===== config.mk =====
export PLATFORM = sky130hd
export DESIGN_NAME = scs_top
export DESIGN_NICKNAME = d
export VERILOG_FILES = /design/src/hdl/scs_pkg.sv /design/src/hdl/scs_top.sv
export SDC_FILE = /design/constraint.sdc
export NUM_CORES = 1
export LEC_CHECK = 0
export ABC_AREA = 1
export BUFFER_PORTS_ARGS = -buffer_cell sky130_fd_sc_hd__buf_2
export CAP_MARGIN = 5
export CORE_UTILIZATION = 40
export DETAILED_ROUTE_END_ITERATION = 10
export PLACE_DENSITY = 0.75
export SKIP_CTS_REPAIR_TIMING = 1
export SYNTH_ARGS = -nofsm -noshare
export SYNTH_HDL_FRONTEND = slang
export SYNTH_SLANG_ARGS = --single-unit

===== constraint.sdc =====
create_clock -name clk_i -period 3.4 [get_ports clk_i]
set_clock_uncertainty 0.2 [all_clocks]
set_input_delay 0.68 -clock clk_i [delete_from_list [all_inputs] [get_ports clk_i]]
set_output_delay 0.68 -clock clk_i [all_outputs]
set_load 0.05 [all_outputs]

===== src/hdl/scs_pkg.sv =====
/*
 package for the strap sampling and access status block: register map, fields, reset values.
 assumes a single 20 MHz clock and a classic wishbone master with 32-bit data.
*/
// Contract
// - while the active-low chip reset input is low the block is held in reset; clk_out_o, contrast_current_out_o and the control register are not held by it.
// - a low clock source strap selects the crystal PLL, a high one selects the external crystal-in clock.
// - a low panel bus width strap selects a 4-bit panel bus, a high one an 8-bit panel bus.
// - a low host bus style strap selects 8080 strobes, a high one 6800 enable plus read/write.
// - in 8080 style a low host bus width strap gives a 4-bit host bus, a high one an 8-bit host bus.
// - during a host read the status pair is state0=1 state1=0, during a host write both are 1.
// - with no command received or a valid command read, state0 is low and state1 is don't-care.
// - the contrast current output is high impedance whenever the contrast dac is disabled.
// - the internal system clock is presented on the clock output pin.
package scs_pkg;

	// ****************************************
	// register map (byte addresses)
	// ****************************************
	localparam logic [7:0] ADDR_STRAP   = 8'h00;
	localparam logic [7:0] ADDR_CONTROL = 8'h04;
	localparam logic [7:0] ADDR_ACCESS  = 8'h08;

	// ****************************************
	// field positions
	// ****************************************
	localparam int BIT_CLK_SRC   = 0;
	localparam int BIT_PANEL_W   = 1;
	localparam int BIT_HOST_STY  = 2;
	localparam int BIT_HOST_W    = 3;
	localparam int BIT_TEST_MODE = 4;
	localparam int BIT_DAC_EN    = 0;
	localparam int BIT_CLK_OE    = 1;
	localparam int BIT_CMD_READ  = 0;
	localparam int BIT_CMD_WRITE = 1;
	localparam int BIT_CMD_DONE  = 2;

	// ****************************************
	// reset values
	// ****************************************
	localparam logic [1:0] CONTROL_RST = 2'h2;

	typedef enum logic {CLK_SRC_PLL, CLK_SRC_EXT} scs_clk_src_t;
	typedef enum logic {HOST_8080, HOST_6800} scs_host_style_t;
	typedef enum {ACC_IDLE, ACC_READ, ACC_WRITE} scs_acc_state_t;

	typedef struct packed {
		logic            test_mode;
		logic            host_8bit;
		scs_host_style_t host_style;
		logic            panel_8bit;
		scs_clk_src_t    clk_src;
	} scs_straps_t;

endpackage


===== src/hdl/scs_top.sv =====
/*
 strap sampling, configuration decode, access status pins, clock output and contrast output gating.
 assumes straps and host strobes come from pins (synchronised here) and a classic wishbone master.
*/
`timescale 1ns/1ps
module scs_top (
	input  wire logic               clk_i,
	input  wire logic               rst_i,
	input  wire logic               chip_reset_n_i,
	input  wire logic               clock_source_strap_i,
	input  wire logic               panel_bus_width_strap_i,
	input  wire logic               host_bus_style_strap_i,
	input  wire logic               host_bus_width_strap_i,
	input  wire logic               test_mode_strap_i,
	input  wire logic               host_read_i,
	input  wire logic               host_write_i,
	input  wire logic               cmd_valid_read_i,
	input  wire logic               pll_clk_i,
	input  wire logic               crystal_in_i,
	input  wire logic               dac_out_i,
	input  wire logic               cyc_i,
	input  wire logic               stb_i,
	input  wire logic               we_i,
	input  wire logic [7:0]         adr_i,
	input  wire logic [3:0]         sel_i,
	input  wire logic [31:0]        dat_i,
	output logic      [31:0]        dat_o,
	output logic                    ack_o,
	output logic                    access_state0_o,
	output logic                    access_state1_o,
	output logic                    contrast_current_out_o,
	output logic                    contrast_current_oe_o,
	output logic                    clk_out_o,
	output logic                    use_ext_clock_o,
	output logic                    panel_bus_8bit_o,
	output logic                    host_6800_o,
	output logic                    host_bus_8bit_o
);

	// ****************************************
	// synchronisers
	// ****************************************
	logic [9:0] sync1;
	logic [9:0] sync2;
	logic       run;
	logic       run_q;
	scs_pkg::scs_straps_t straps;
	logic [1:0] control;
	scs_pkg::scs_acc_state_t acc;

	always_ff @(posedge clk_i) begin
		sync1 <= {dac_out_i, crystal_in_i, pll_clk_i, cmd_valid_read_i, host_write_i, host_read_i,
			test_mode_strap_i, host_bus_width_strap_i, host_bus_style_strap_i, clock_source_strap_i};
		sync2 <= sync1;
	end

	// panel strap kept out of the vector above for readability
	logic pw1;
	logic pw2;
	logic rn1;
	always_ff @(posedge clk_i) begin
		pw1 <= panel_bus_width_strap_i;
		pw2 <= pw1;
		rn1 <= chip_reset_n_i;
	end

	// ****************************************
	// chip reset
	// ****************************************
	always_ff @(posedge clk_i) begin
		if (rst_i) begin
			run   <= 1'b0;
			run_q <= 1'b0;
		end else begin
			run   <= rn1;
			run_q <= run;
		end
	end

	// ****************************************
	// strap capture, only at release
	// ****************************************
	always_ff @(posedge clk_i) begin
		if (rst_i) begin
			straps <= '0;
		end else if (!run_q) begin
			// held frozen while running: changes are ignored
			straps.clk_src    <= scs_pkg::scs_clk_src_t'(sync2[0]);
			straps.panel_8bit <= pw2;
			straps.host_style <= scs_pkg::scs_host_style_t'(sync2[1]);
			straps.host_8bit  <= sync2[2];
			straps.test_mode  <= sync2[3];
		end
	end

	always_ff @(posedge clk_i) begin
		if (rst_i || !run) begin
			use_ext_clock_o  <= 1'b0;
			panel_bus_8bit_o <= 1'b0;
			host_6800_o      <= 1'b0;
			host_bus_8bit_o  <= 1'b0;
		end else begin
			use_ext_clock_o  <= straps.clk_src == scs_pkg::CLK_SRC_EXT;
			panel_bus_8bit_o <= straps.panel_8bit;
			host_6800_o      <= straps.host_style == scs_pkg::HOST_6800;
			// width strap only meaningful for 8080; 6800 runs 8-bit
			host_bus_8bit_o  <= straps.host_style == scs_pkg::HOST_6800 || straps.host_8bit;
		end
	end

	// ****************************************
	// access status
	// ****************************************
	always_ff @(posedge clk_i) begin
		if (rst_i || !run) begin
			acc <= scs_pkg::ACC_IDLE;
		end else begin
			case (acc)
				scs_pkg::ACC_IDLE: begin
					if (sync2[5])
						acc <= scs_pkg::ACC_WRITE;
					else if (sync2[4])
						acc <= scs_pkg::ACC_READ;
				end
				scs_pkg::ACC_READ: begin
					// a write overrides a read still waiting for its valid command
					if (sync2[5])
						acc <= scs_pkg::ACC_WRITE;
					else if (sync2[6])
						acc <= scs_pkg::ACC_IDLE;
				end
				scs_pkg::ACC_WRITE: begin
					if (!sync2[5])
						acc <= scs_pkg::ACC_IDLE;
				end
				default: acc <= scs_pkg::ACC_IDLE;
			endcase
		end
	end

	always_ff @(posedge clk_i) begin
		if (rst_i || !run) begin
			access_state0_o <= 1'b0;
			access_state1_o <= 1'b0;
		end else begin
			access_state0_o <= acc != scs_pkg::ACC_IDLE;
			access_state1_o <= acc == scs_pkg::ACC_WRITE;
		end
	end

	// ****************************************
	// clock out and contrast gating
	// ****************************************
	always_ff @(posedge clk_i) begin
		if (rst_i) begin
			clk_out_o              <= 1'b0;
			contrast_current_out_o <= 1'b0;
			contrast_current_oe_o  <= 1'b0;
		end else begin
			// sampled copy: a true clock mux lives in the clock tree
			clk_out_o              <= control[scs_pkg::BIT_CLK_OE] &
				(straps.clk_src == scs_pkg::CLK_SRC_EXT ? sync2[8] : sync2[7]);
			contrast_current_out_o <= control[scs_pkg::BIT_DAC_EN] & sync2[9];
			contrast_current_oe_o  <= run && control[scs_pkg::BIT_DAC_EN];
		end
	end

	// ****************************************
	// wishbone slave
	// ****************************************
	logic req;
	assign req = cyc_i && stb_i && !ack_o;

	always_ff @(posedge clk_i) begin
		if (rst_i) begin
			control <= scs_pkg::CONTROL_RST;
		end else if (req && we_i && sel_i[0] && adr_i == scs_pkg::ADDR_CONTROL) begin
			control <= dat_i[1:0];
		end
	end

	always_ff @(posedge clk_i) begin
		if (rst_i) begin
			ack_o <= 1'b0;
			dat_o <= '0;
		end else begin
			ack_o <= req;
			dat_o <= '0;
			if (req && !we_i) begin
				case (adr_i)
					scs_pkg::ADDR_STRAP:   dat_o <= {27'h000_0000, straps};
					scs_pkg::ADDR_CONTROL: dat_o <= {30'h0000_0000, control};
					scs_pkg::ADDR_ACCESS:  dat_o <= {29'h0000_0000, run, access_state1_o, access_state0_o};
					default:               dat_o <= '0;
				endcase
			end
		end
	end

	// ****************************************
	// checks
	// ****************************************
	chk_write_status: assert property (@(posedge clk_i) disable iff (rst_i)
		acc == scs_pkg::ACC_WRITE && run |=> access_state0_o && access_state1_o)
		else $error("write status wrong");
	chk_read_status: assert property (@(posedge clk_i) disable iff (rst_i)
		acc == scs_pkg::ACC_READ && run |=> access_state0_o && !access_state1_o)
		else $error("read status wrong");
	chk_idle_status: assert property (@(posedge clk_i) disable iff (rst_i)
		acc == scs_pkg::ACC_IDLE |=> !access_state0_o)
		else $error("idle status wrong");
	chk_dac_tristate: assert property (@(posedge clk_i) disable iff (rst_i)
		!control[scs_pkg::BIT_DAC_EN] |=> !contrast_current_oe_o)
		else $error("dac driven while off");
	chk_straps_frozen: assert property (@(posedge clk_i) disable iff (rst_i)
		run_q && $past(run_q) |-> $stable(straps))
		else $error("strap changed while running");
	chk_chip_reset: assert property (@(posedge clk_i) disable iff (rst_i)
		!run |=> !access_state0_o && !host_6800_o)
		else $error("outputs active in reset");
	chk_host_style: assert property (@(posedge clk_i) disable iff (rst_i)
		run |=> host_6800_o == $past(straps.host_style == scs_pkg::HOST_6800))
		else $error("host style wrong");
	chk_clock_src: assert property (@(posedge clk_i) disable iff (rst_i)
		run |=> use_ext_clock_o == $past(straps.clk_src == scs_pkg::CLK_SRC_EXT))
		else $error("clock source wrong");
	chk_bus_widths: assert property (@(posedge clk_i) disable iff (rst_i)
		run && straps.host_style == scs_pkg::HOST_8080 |=> host_bus_8bit_o == $past(straps.host_8bit)
		&& panel_bus_8bit_o == $past(straps.panel_8bit))
		else $error("bus width wrong");
	chk_wb_ack: assert property (@(posedge clk_i) disable iff (rst_i)
		ack_o |=> !ack_o)
		else $error("ack held");

endmodule


==> After elaboration in Yosys (flattened, before gate mapping) <==
Cells that the tools add are included.
{ "totals": {"regBits": 106, "in_bits": 61, "out_inout_bits": 42, "elab_cells": 61} }
{ "op_classes": {"n_eq_ne": 8, "n_mux": 8, "bitwise_logic": 3, "reduce_logical": 17} }
{ "op_table": {"columns": ["operator", "count"], "rows": [
  ["32-bit two-way mux", 5],
  ["32-bit case mux with 3 select lines", 1],
  ["32-bit by 1-bit == test with 1-bit output, second input constant", 1],
  ["32-bit by 2-bit == test with 1-bit output, second input constant", 1],
  ["32-bit by 3-bit == test with 1-bit output, second input constant", 1],
  ["32-bit logical NOT", 1],
  ["32-bit nonzero test", 1],
  ["5-bit case mux with 3 select lines", 1],
  ["8-bit by 3-bit == test with 1-bit output, second input constant", 1],
  ["8-bit by 4-bit == test with 1-bit output, second input constant", 1],
  ["8-bit logical NOT", 1],
  ["1-bit logical AND", 7],
  ["3-bit inequality test, second input constant", 2],
  ["1-bit logical NOT", 3],
  ["3-bit AND reduction", 1],
  ["1-bit bitwise AND", 2],
  ["1-bit logical OR", 2],
  ["2-bit inequality test, second input constant", 1],
  ["2-bit OR reduction", 1],
  ["1-bit two-way mux", 1],
  ["1-bit inverter", 1]
]} }

==> Longest topological paths before layout <==
Gate-level depths: netlist (run 1).
{ "depth": {"ltp_word": 5, "mapped_depth": 7, "depth_no_buf": 7} }

==> Worst setup path after synthesis (run 1) <==
OpenSTA, ideal clock, no wires.
{ "synth_path": {"path_type": "input to register", "start": "in adr_i[7]", "end": "reg control[0]", "setup_time_ns": 0.115, "arrival_time_ns": 1.174, "t_required_ns": 3.085, "path_slack_ns": 1.911, "cell_stages": 6, "cell_sequence": "nor2_2 -> nand2_2 -> nor2_2 -> nand3b_1 -> nand2_1 -> nor2_1"} }
{ "synth_via": {"elab_chain_len": 2} }
{ "synth_lines": {"columns": ["item", "line_no", "rtl"], "rows": [
  ["from (decl)", "scs_top.sv:24", "input wire logic [7:0] adr_i,"],
  ["8-bit by 3-bit == test with 1-bit output", "scs_top.sv:177", "end else if (req && we_i && sel_i[0] && adr_i == scs_pkg::ADDR_CONTROL) begin"],
  ["1-bit logical AND", "scs_top.sv:177", null],
  ["to (signal assigned)", "scs_top.sv:176", "control <= scs_pkg::CONTROL_RST;"],
  ["to (signal assigned)", "scs_top.sv:178", "control <= dat_i[1:0];"],
  ["to (decl)", "scs_top.sv:48", "logic [1:0] control;"]
]} }
No other way between the ends.
A chain may end at the register's enable or synchronous reset.

==> Final worst setup path (run 1) <==
{ "layout_path": {"start": "reg access_state1_o", "end": "out access_state1_o"} }
{ "layout_lines": {"columns": ["item", "line_no", "rtl"], "rows": [
  ["from (decl)", "scs_top.sv:30", "output logic access_state1_o,"],
  ["from (signal assigned)", "scs_top.sv:147", "access_state1_o <= acc == scs_pkg::ACC_WRITE;"]
]} }
No word-level cell between the ends.

==> metrics.cfg, run 1 <==
[outcome]
status=finished, final reports clean

[yosys]
synthTopCellsByArea=dfxtp_1, buf_4, nor2_1, inv_1, nand2_1
synth_top_area_cell=dfxtp_1
ys_types=24
yosysSeqAreaShare_pct=58.4
synthesis.area_mm2=0.00168
yosys_warnings=0
syn_inst=179
yosys_register_bits=49
synth.top_cell.area_share_pct=58.4
syn_area_per_cell_um2=9.39

[clocking]
cts_num_sinks=49
cts_tree=yes
cts_made_buffers=5
cts.clk_slew.worst_paths_ns=0.09
clk-insertion-delay-late_ns=0.30
cts_root_buffer=clkbuf_8
cts-htree-levels=2
cts.path.max_buffers=2

[sta]
setup_violations=0
fmax_mhz=559
finalCriticalPeriod_ns=1.79
hold_violations=0
report.final.slew_viol_count=0
fin_setup_tns_ns=0
rsz0062_at_grt=false
fin_crit_sh_pct=52.6

[pwr]
leakage_nw=0.979
peakVddDrop_uv=334
power_density_mw_per_mm2=550

[critical_path]
cp_top_family=flip-flops
cp_max_fo=2
cp-end-kind=primary output
crit_slowest_cell=dfxtp_1
critPathBufInv=1
cp.depth=1
crit_arrival_ns=0.91
rr_worst_depth=5
slowest_delay_ns=0.34
worstSetupPathType=reg -> out
worstPathCellList=buf_2
cp.required_ns=2.52
worst_setup_path_start_kind=register

[drt]
via_per_inst=3.95
wl_per_cell_um=8.52
drtAntennaViolNets=0
dr.pass1.iters=4
remaining_drc_errors=0
drt_iter0_markers=23
num_vias=1093
routed_wl_um=2360

[global_routing]
grt_usage_pct=11.4
grt_max_degree=18
antenna_found_initial=0
grt.overflow.total=0
grt_pass1_vias=888
grt_first_pass_wirelength_um=3640

[place]
placed_area_mm2=0.00184
dp_hpwl_um=1810
portBuffers=42
gp_congestion=0.837

[floorplan]
start_util_pct=41.7
die_y_um=66.8
rows=23
dieArea_mm2=0.00446
num_io_pins=103
core_mm2=0.00403
die_w_um=66.8

[finish]
diodes=0
layout-area-overhead-vs-synth_pct=15.3
nets=287
num-fill-cells=414
postLayoutCellArea_mm2=0.00194
drive_gt1_share_pct=29.1

[hold_path]
hold_class=reg -> reg
hold_depth=0

[job]
cap_violations=0

==> through the flow <==
step | std cells | util [%] | hold slack [ns] | power, mW | setup WS [ns]
final | 277 | 48.1 | 0.132 | 1.07 | 1.61
after global placement | 269 | 45.8 | 0.111 | 0.736 | 1.71
after global routing | 277 | 48.1 | 0.140 | 1.12 | 1.58
after CTS | 277 | 48.1 | 0.133 | 1.08 | 1.59
after floorplan | 205 | - | 0.110 | 0.736 | 1.91
after detailed placement | 269 | 45.8 | 0.112 | 0.738 | 1.69
==> placed cells by master, fill, tap and decap left out, drive strengths merged <==
cell       n
clkinv     1
nand3b     2
clkinvlp   1
clkbuf     5
nor4       1
conb      27
nand3      8
o21ai      5
nand4      1
nand2     21
dfxtp     49
a21oi      9
o211ai     1
buf       42
nor3       4
inv       23
nor2      27
==> final timing paths <==
| check | slack, ns | end | startpoint |
|---|---|---|---|
| worst min-delay path | 0.13 | sync2[8]$_DFF_P_ | sync1[8]$_DFF_P_ |
| worst min register to register | 0.13 | sync2[8]$_DFF_P_ | sync1[8]$_DFF_P_ |
| worst max-delay path | 1.61 | access_state1_o | access_state1_o$_SDFF_PP0_ |
| worst max register to register | 2.17 | control[0]$_SDFFE_PP0P_ | ack_o$_SDFF_PP0_ |
==> synthesized netlist by cell type <==
cell type	count
nor3_2	1
nand3b_4	1
buf_4	27
nor2_4	1
nor2_1	22
clkinv_2	1
dfxtp_1	49
nand3b_1	1
inv_1	20
nand3_2	1
nand2_4	1
nor3_1	3
nand3_1	7
conb_1	1
a21oi_1	9
inv_2	1
nand2_2	5
o211ai_1	1
nor4_1	1
nor2_2	4
o21ai_0	5
clkbuf_1	1
nand2_1	15
nand4_1	1
==> kinds of logic (layout without fill, tap and decap cells) <==
logic type | after synthesis | in the layout | share of synthesized area (%)
other | 1 | 27 | 0.223
AO/OA/AOI/OAI | 15 | 15 | 4.62
buffers and inverters | 50 | 72 | 17.3
AND/OR/NAND/NOR | 64 | 64 | 19.5
flip-flops | 49 | 49 | 58.4
==> flip-flops by register name (all words and copies together), names as in the netlist, 2 cells and up <==
register / cells
sync2: 10
straps: 5
control: 2
sync1: 10
dat_o: 5
acc: 2
==> metal layers <==
layer	wire [um]	vias to the layer above	part of all wire (%)	GRT usage, %
li1	-	588	-	-
met1	994	454	42	13.0
met2	1120	46	47	17.7
met3	212	5	9.0	4.62
met4	34	0	1.4	7.18
met5	0	-	0	0
==> power breakdown <==
group          total (mW)  internal, mW  switching, mW
clock network       0.341         0.150          0.191
logic               0.120        0.0220         0.0985
registers           0.604         0.596        0.00745
==> layout make-up <==
type | count | area [um^2] | area share, %
well taps | 50 | 62.6 | 3.23
multi-input cells | 106 | 507 | 26.1
inverters | 22 | 83.8 | 4.33
flip-flops and latches | 49 | 981 | 50.6
repair buffers | 42 | 210 | 10.8
clock buffers | 5 | 68.8 | 3.55
clock inverters | 3 | 25.0 | 1.29
No activity file was read; power rests on OpenSTA's default activity.
==> inputs of run 2 (changes only) <==
==> constraint.sdc (replaced) <==
create_clock -name clk_i -period 1.7 [get_ports clk_i]
set_clock_uncertainty 0.2 [all_clocks]
set_input_delay 0.34 -clock clk_i [delete_from_list [all_inputs] [get_ports clk_i]]
set_output_delay 0.34 -clock clk_i [all_outputs]
set_load 0.05 [all_outputs]
==> run 2 against run 1 <==
- sequential share of layout area fell by 3.0 points
- critical endpoint unchanged
- clock-buffer cell count stayed put
- final area rose by 6.2%
- sequential power grew 100%
- via count is 4.6% higher
- final cell count grew 4.3%
- power is 100% higher
==> metrics.cfg, run 2 (synthesis results as in run 1) <==
[pwr]
switchingPower_uw=598  ; was 297 uW
power_frac_clock_pct=31.7  ; was 32.0%
power_density_mw_per_mm2=1050  ; was 550 mW/mm^2
p_sw_share_pct=27.8  ; was 27.9%
share_seq_of_total_power_pct=56.1  ; was 56.7%
leakage_nw=1.03  ; was 0.979 nW
comb_power_share_pct=12.2  ; was 11.3%
power.total_mw=2.15  ; was 1.07 mW
intPower_mw=1.55  ; was 768 uW
peakVddDrop_uv=689  ; was 334 uV

[global_routing]
grt.overflow.total=0  ; unchanged
grt_usage_pct=11.4  ; unchanged
met1_usage_pct=13.0  ; unchanged
busiest_layer=met2  ; unchanged
grt_pass1_vias=888  ; unchanged
grt_max_degree=18  ; unchanged
grtUsageMet3_pct=4.62  ; unchanged
grt_use_met2_pct=17.7  ; unchanged
grt_first_pass_wirelength_um=3640  ; unchanged
antenna_found_initial=0  ; unchanged

[place]
gp_congestion=0.837  ; unchanged
dp_slack_ns=0.328  ; was 1.69 ns
portBuffers=42  ; unchanged
dp_hpwl_um=1810  ; unchanged

[finish]
final_util_pct=51.1  ; was 48.1%
largestRegisters=sync1 (10), sync2 (10)  ; unchanged
drive_gt1_share_pct=27.6  ; was 29.1%
most-common-layout-cells=dfxtp_1, buf_2, conb_1  ; unchanged
nets=299  ; was 287
num-fill-cells=405  ; was 414
diodes=0  ; unchanged
layout-area-overhead-vs-synth_pct=22.5  ; was 15.3%
mostFrequentLayoutCell=dfxtp_1  ; unchanged

[clocking]
clk-insertion-delay-late_ns=0.30  ; about the same
cts_made_buffers=5  ; unchanged
cts_root_buffer=clkbuf_8  ; unchanged
cts.clk_slew.worst_paths_ns=0.09  ; about the same
cts_tree=yes  ; unchanged
cts.path.max_buffers=2  ; unchanged
cts_num_sinks=49  ; unchanged
cts-htree-levels=2  ; unchanged

[floorplan]
num_io_pins=103  ; unchanged
dieArea_mm2=0.00446  ; unchanged
die_w_um=66.8  ; unchanged
rows=23  ; unchanged
core_mm2=0.00403  ; unchanged
die_y_um=66.8  ; unchanged
start_util_pct=41.7  ; unchanged

[critical_path]
cp.required_ns=1.16  ; was 2.52 ns
worstSetupPathType=reg -> out  ; unchanged
cp_max_fo=2  ; unchanged
cp-end-kind=primary output  ; unchanged
cp_top_family=flip-flops  ; unchanged
worstPathCellList=buf_2  ; unchanged
slowest_delay_ns=0.34  ; about the same
crit_slowest_cell=dfxtp_1  ; unchanged
worst_setup_path_start_kind=register  ; unchanged
critPathBufInv=1  ; unchanged
reg2reg_slack_ns=0.47  ; was 2.17 ns
crit_arrival_ns=0.91  ; about the same

[sta]
finalCriticalPeriod_ns=1.45
fin_ws_ns=0.251  ; was 1.61 ns
fmax_mhz=690
fin_crit_sh_pct=85.2
report.final.slew_viol_count=0  ; unchanged
whs_ns=0.0848  ; was 0.132 ns
hold_violations=0  ; unchanged
rsz0062_at_grt=false  ; unchanged
setup_violations=0  ; unchanged
fin_setup_tns_ns=0  ; unchanged

[drt]
drtAntennaViolNets=0  ; unchanged
drt_iter0_markers=22  ; was 23
num_vias=1143  ; was 1093
dr.pass1.iters=4  ; unchanged
via_per_inst=3.96  ; was 3.95
wl_per_cell_um=8.63  ; was 8.52 um
routed_wl_um=2500  ; was 2360 um
remaining_drc_errors=0  ; unchanged

[job]
cap_violations=0  ; unchanged

[outcome]
status=finished, final reports clean  ; unchanged

[hold_path]
hold_class=in -> reg  ; was reg -> reg

==> run 2: cell types whose count changed in the layout (fill, tap and decap cells not counted) <==
| cell | delta |
|---|---|
| dlygate4sd3_1 | +12 |
==> run 2: metal layers <==
layer / wire (um) / up-vias
met5: 0 / -
li1: - / 612
met4: 34 / 0
met3: 200 / 5
met2: 1230 / 46
met1: 1040 / 480
==> run 2: final cells by class <==
type / count / area (um^2) / share of cell area [%]
multi-input combinational: 106 / 507 / 24.6
sequential: 49 / 981 / 47.7
timing repair buffer: 54 / 330 / 16.0
tap: 50 / 62.6 / 3.04
clock inverter: 3 / 25.0 / 1.22
clock buffer: 5 / 68.8 / 3.34
inverter: 22 / 83.8 / 4.07
==> run 2: final timing paths <==
kind | from | endpoint | cells past startpoint
max | access_state1_o$_SDFF_PP0_ | access_state1_o | 1
min | rst_i | contrast_current_out_o$_SDFF_PP0_ | 2
max reg2reg | ack_o$_SDFF_PP0_ | control[0]$_SDFFE_PP0P_ | 5
min reg2reg | sync1[8]$_DFF_P_ | sync2[8]$_DFF_P_ | 0
==> run 2: power by group through the flow <==
stage | Combinational (mW) | Clock, mW | Sequential (mW)
2_1_floorplan | 0.224 | 0 | 1.25
3_3_place_gp | 0.238 | 0 | 1.23
3_5_place_dp | 0.241 | 0 | 1.23
4_1_cts | 0.241 | 0.704 | 1.21
5_1_grt | 0.282 | 0.759 | 1.21
6_report | 0.262 | 0.682 | 1.21
==> run 2: metrics by stage <==
stage	instance area [um^2]	std cells
2_1_floorplan	1780	205
3_3_place_gp	1840	269
3_5_place_dp	1840	269
4_1_cts	1940	277
5_1_grt	2060	289
6_report	2060	289
==> inputs of run 3 (changes only) <==
--- a/config.mk
+++ b/config.mk
@@ -6,11 +6,11 @@
 export NUM_CORES = 1
 export LEC_CHECK = 0
 export ABC_AREA = 1
-export BUFFER_PORTS_ARGS = -buffer_cell sky130_fd_sc_hd__buf_2
 export CAP_MARGIN = 5
-export CORE_UTILIZATION = 40
+export CORE_UTILIZATION = 39
+export CTS_BUF_LIST = sky130_fd_sc_hd__clkbuf_4
 export DETAILED_ROUTE_END_ITERATION = 10
-export PLACE_DENSITY = 0.75
+export DONT_BUFFER_PORTS = 1
 export SKIP_CTS_REPAIR_TIMING = 1
 export SYNTH_ARGS = -nofsm -noshare
 export SYNTH_HDL_FRONTEND = slang
==> run 3 against run 2 <==
- sequential share of layout area grew 4.8 points
- die area grew 2.5%
- critical path depth shrank 1
- combinational power shrank 16%
- critical path type unchanged
- largest power group unchanged
==> metrics.cfg, run 3 (synthesis results as in run 1) <==
[sta]
setup_violations=0  ; unchanged
rsz0062_at_grt=false  ; unchanged
fin_setup_tns_ns=0  ; unchanged
hold_violations=0  ; unchanged
fin_crit_sh_pct=92.3  ; was 85.2%
whs_ns=0.00670  ; was 0.0848 ns
fmax_mhz=637  ; was 690 MHz
maxSlewHeadroom_pct=64.0
worst_slew_pin_slew_ns=0.539
fin_ws_ns=0.130  ; was 0.251 ns
finalCriticalPeriod_ns=1.57  ; was 1.45 ns
report.final.slew_viol_count=0  ; unchanged

[drt]
remaining_drc_errors=0  ; unchanged
dr.pass1.iters=4  ; unchanged
num_vias=1016  ; was 1143
routed_wl_um=2400  ; was 2500 um
via_per_inst=4.02  ; was 3.96
drtAntennaViolNets=0  ; unchanged
drt_iter0_markers=62  ; was 22
wl_per_cell_um=9.47  ; was 8.63 um

[finish]
num-fill-cells=408  ; was 405
postLayoutCellArea_mm2=0.00187  ; was 0.00206 mm^2
multi_input_area_um2=507  ; unchanged
mostFrequentLayoutCell=dfxtp_1  ; unchanged
largestRegisters=sync1 (10), sync2 (10)  ; unchanged
drive_gt1_share_pct=12.3  ; was 27.6%
layout-area-overhead-vs-synth_pct=11.3  ; was 22.5%
diodes=0  ; unchanged
seqCellArea_um2=981  ; unchanged
final_cells=253  ; was 289
nets=263  ; was 299
most-common-layout-cells=dfxtp_1, conb_1, nor2_1  ; was dfxtp_1, buf_2, conb_1
final_util_pct=46.1  ; was 51.1%

[floorplan]
rows=23  ; unchanged
core_mm2=0.00406  ; was 0.00403 mm^2
num_io_pins=103  ; unchanged
die_w_um=67.6  ; was 66.8 um
start_util_pct=41.4  ; was 41.7%
dieArea_mm2=0.00458  ; was 0.00446 mm^2
die_y_um=67.6  ; was 66.8 um

[clocking]
cts_tree=yes  ; unchanged
cts-htree-levels=2  ; unchanged
cts.clk_slew.worst_paths_ns=0.13  ; was 0.09 ns
cts_made_buffers=5  ; unchanged
cts.path.max_buffers=2  ; unchanged
clk-insertion-delay-late_ns=0.35  ; was 0.30 ns
cts_root_buffer=clkbuf_4  ; was clkbuf_8
cts_num_sinks=49  ; unchanged

[critical_path]
worstSetupPathType=reg -> out  ; unchanged
cp_max_fo=2  ; unchanged
r2r_start=ack_o$_SDFF_PP0_  ; unchanged
worstSetupStartpoint=access_state1_o$_SDFF_PP0_  ; unchanged
crit_arrival_ns=1.03  ; was 0.91 ns
worst_setup_path_start_kind=register  ; unchanged
cp.required_ns=1.16  ; about the same
cp-end-kind=primary output  ; unchanged

[place]
placed_area_mm2=0.00164  ; was 0.00184 mm^2
dp_hpwl_um=1710  ; was 1810 um
portBuffers=0  ; was 42
dp.cells=228  ; was 269
dp_slack_ns=0.418  ; was 0.328 ns
gp_congestion=0.824  ; was 0.837

[global_routing]
grt_first_pass_wirelength_um=3370  ; was 3640 um
antenna_found_initial=0  ; unchanged
grt_max_degree=17  ; was 18
grt.overflow.total=0  ; unchanged
grt_pass1_vias=774  ; was 888
grt_usage_pct=10.5  ; was 11.4%

[hold_path]
hold_class=in -> reg  ; unchanged
min_from=dat_i[0]  ; was rst_i

[pwr]
power_density_mw_per_mm2=1050  ; about the same
peakVddDrop_uv=472  ; was 689 uV
leakage_nw=0.852  ; was 1.03 nW
power.total_mw=1.96  ; was 2.15 mW

[outcome]
status=finished, final reports clean  ; unchanged

[job]
cap_violations=0  ; unchanged

-- run 3: cell types whose count changed in the layout (fill, tap and decap cells not counted), sizes merged --
| cell | previous run | this run |
|---|---|---|
| buf | 42 | 1 |
| clkinv | 1 | 2 |
| dlygate4sd3 | 12 | 17 |
| inv | 23 | 22 |
-- run 3: area by class of cell --
| cell class | count | area share [%] |
|---|---|---|
| flip-flops and latches | 49 | 52.4 |
| multi-input cells | 106 | 27.1 |
| clock buffers | 5 | 2.01 |
| inverters | 22 | 4.48 |
| repair buffers | 18 | 9.50 |
| clock inverters | 3 | 1.14 |
| well taps | 50 | 3.34 |
-- run 3: worst paths after layout --
kind	end	slack [ns]	cells after the start
worst max-delay path	access_state1_o	0.13	0
worst min-delay path	control[0]$_SDFFE_PP0P_	0.007	3
worst max register to register	ack_o$_SDFF_PP0_	0.31	3
worst min register to register	sync2[0]$_DFF_P_	0.14	0
-- run 3: power breakdown --
part	switching [mW]	internal [mW]
combinational	0.174	0.0465
clock	0.347	0.164
sequential	0.0309	1.19
total	0.552	1.40
-- run 3: per-layer routing --
metal,up-vias,global-route usage (%),share of wire [%]
met2,49,15.7,47
met4,0,6.38,1.8
li1,541,-,-
met1,421,12.5,42
met3,5,4.05,8.5
met5,-,0,0
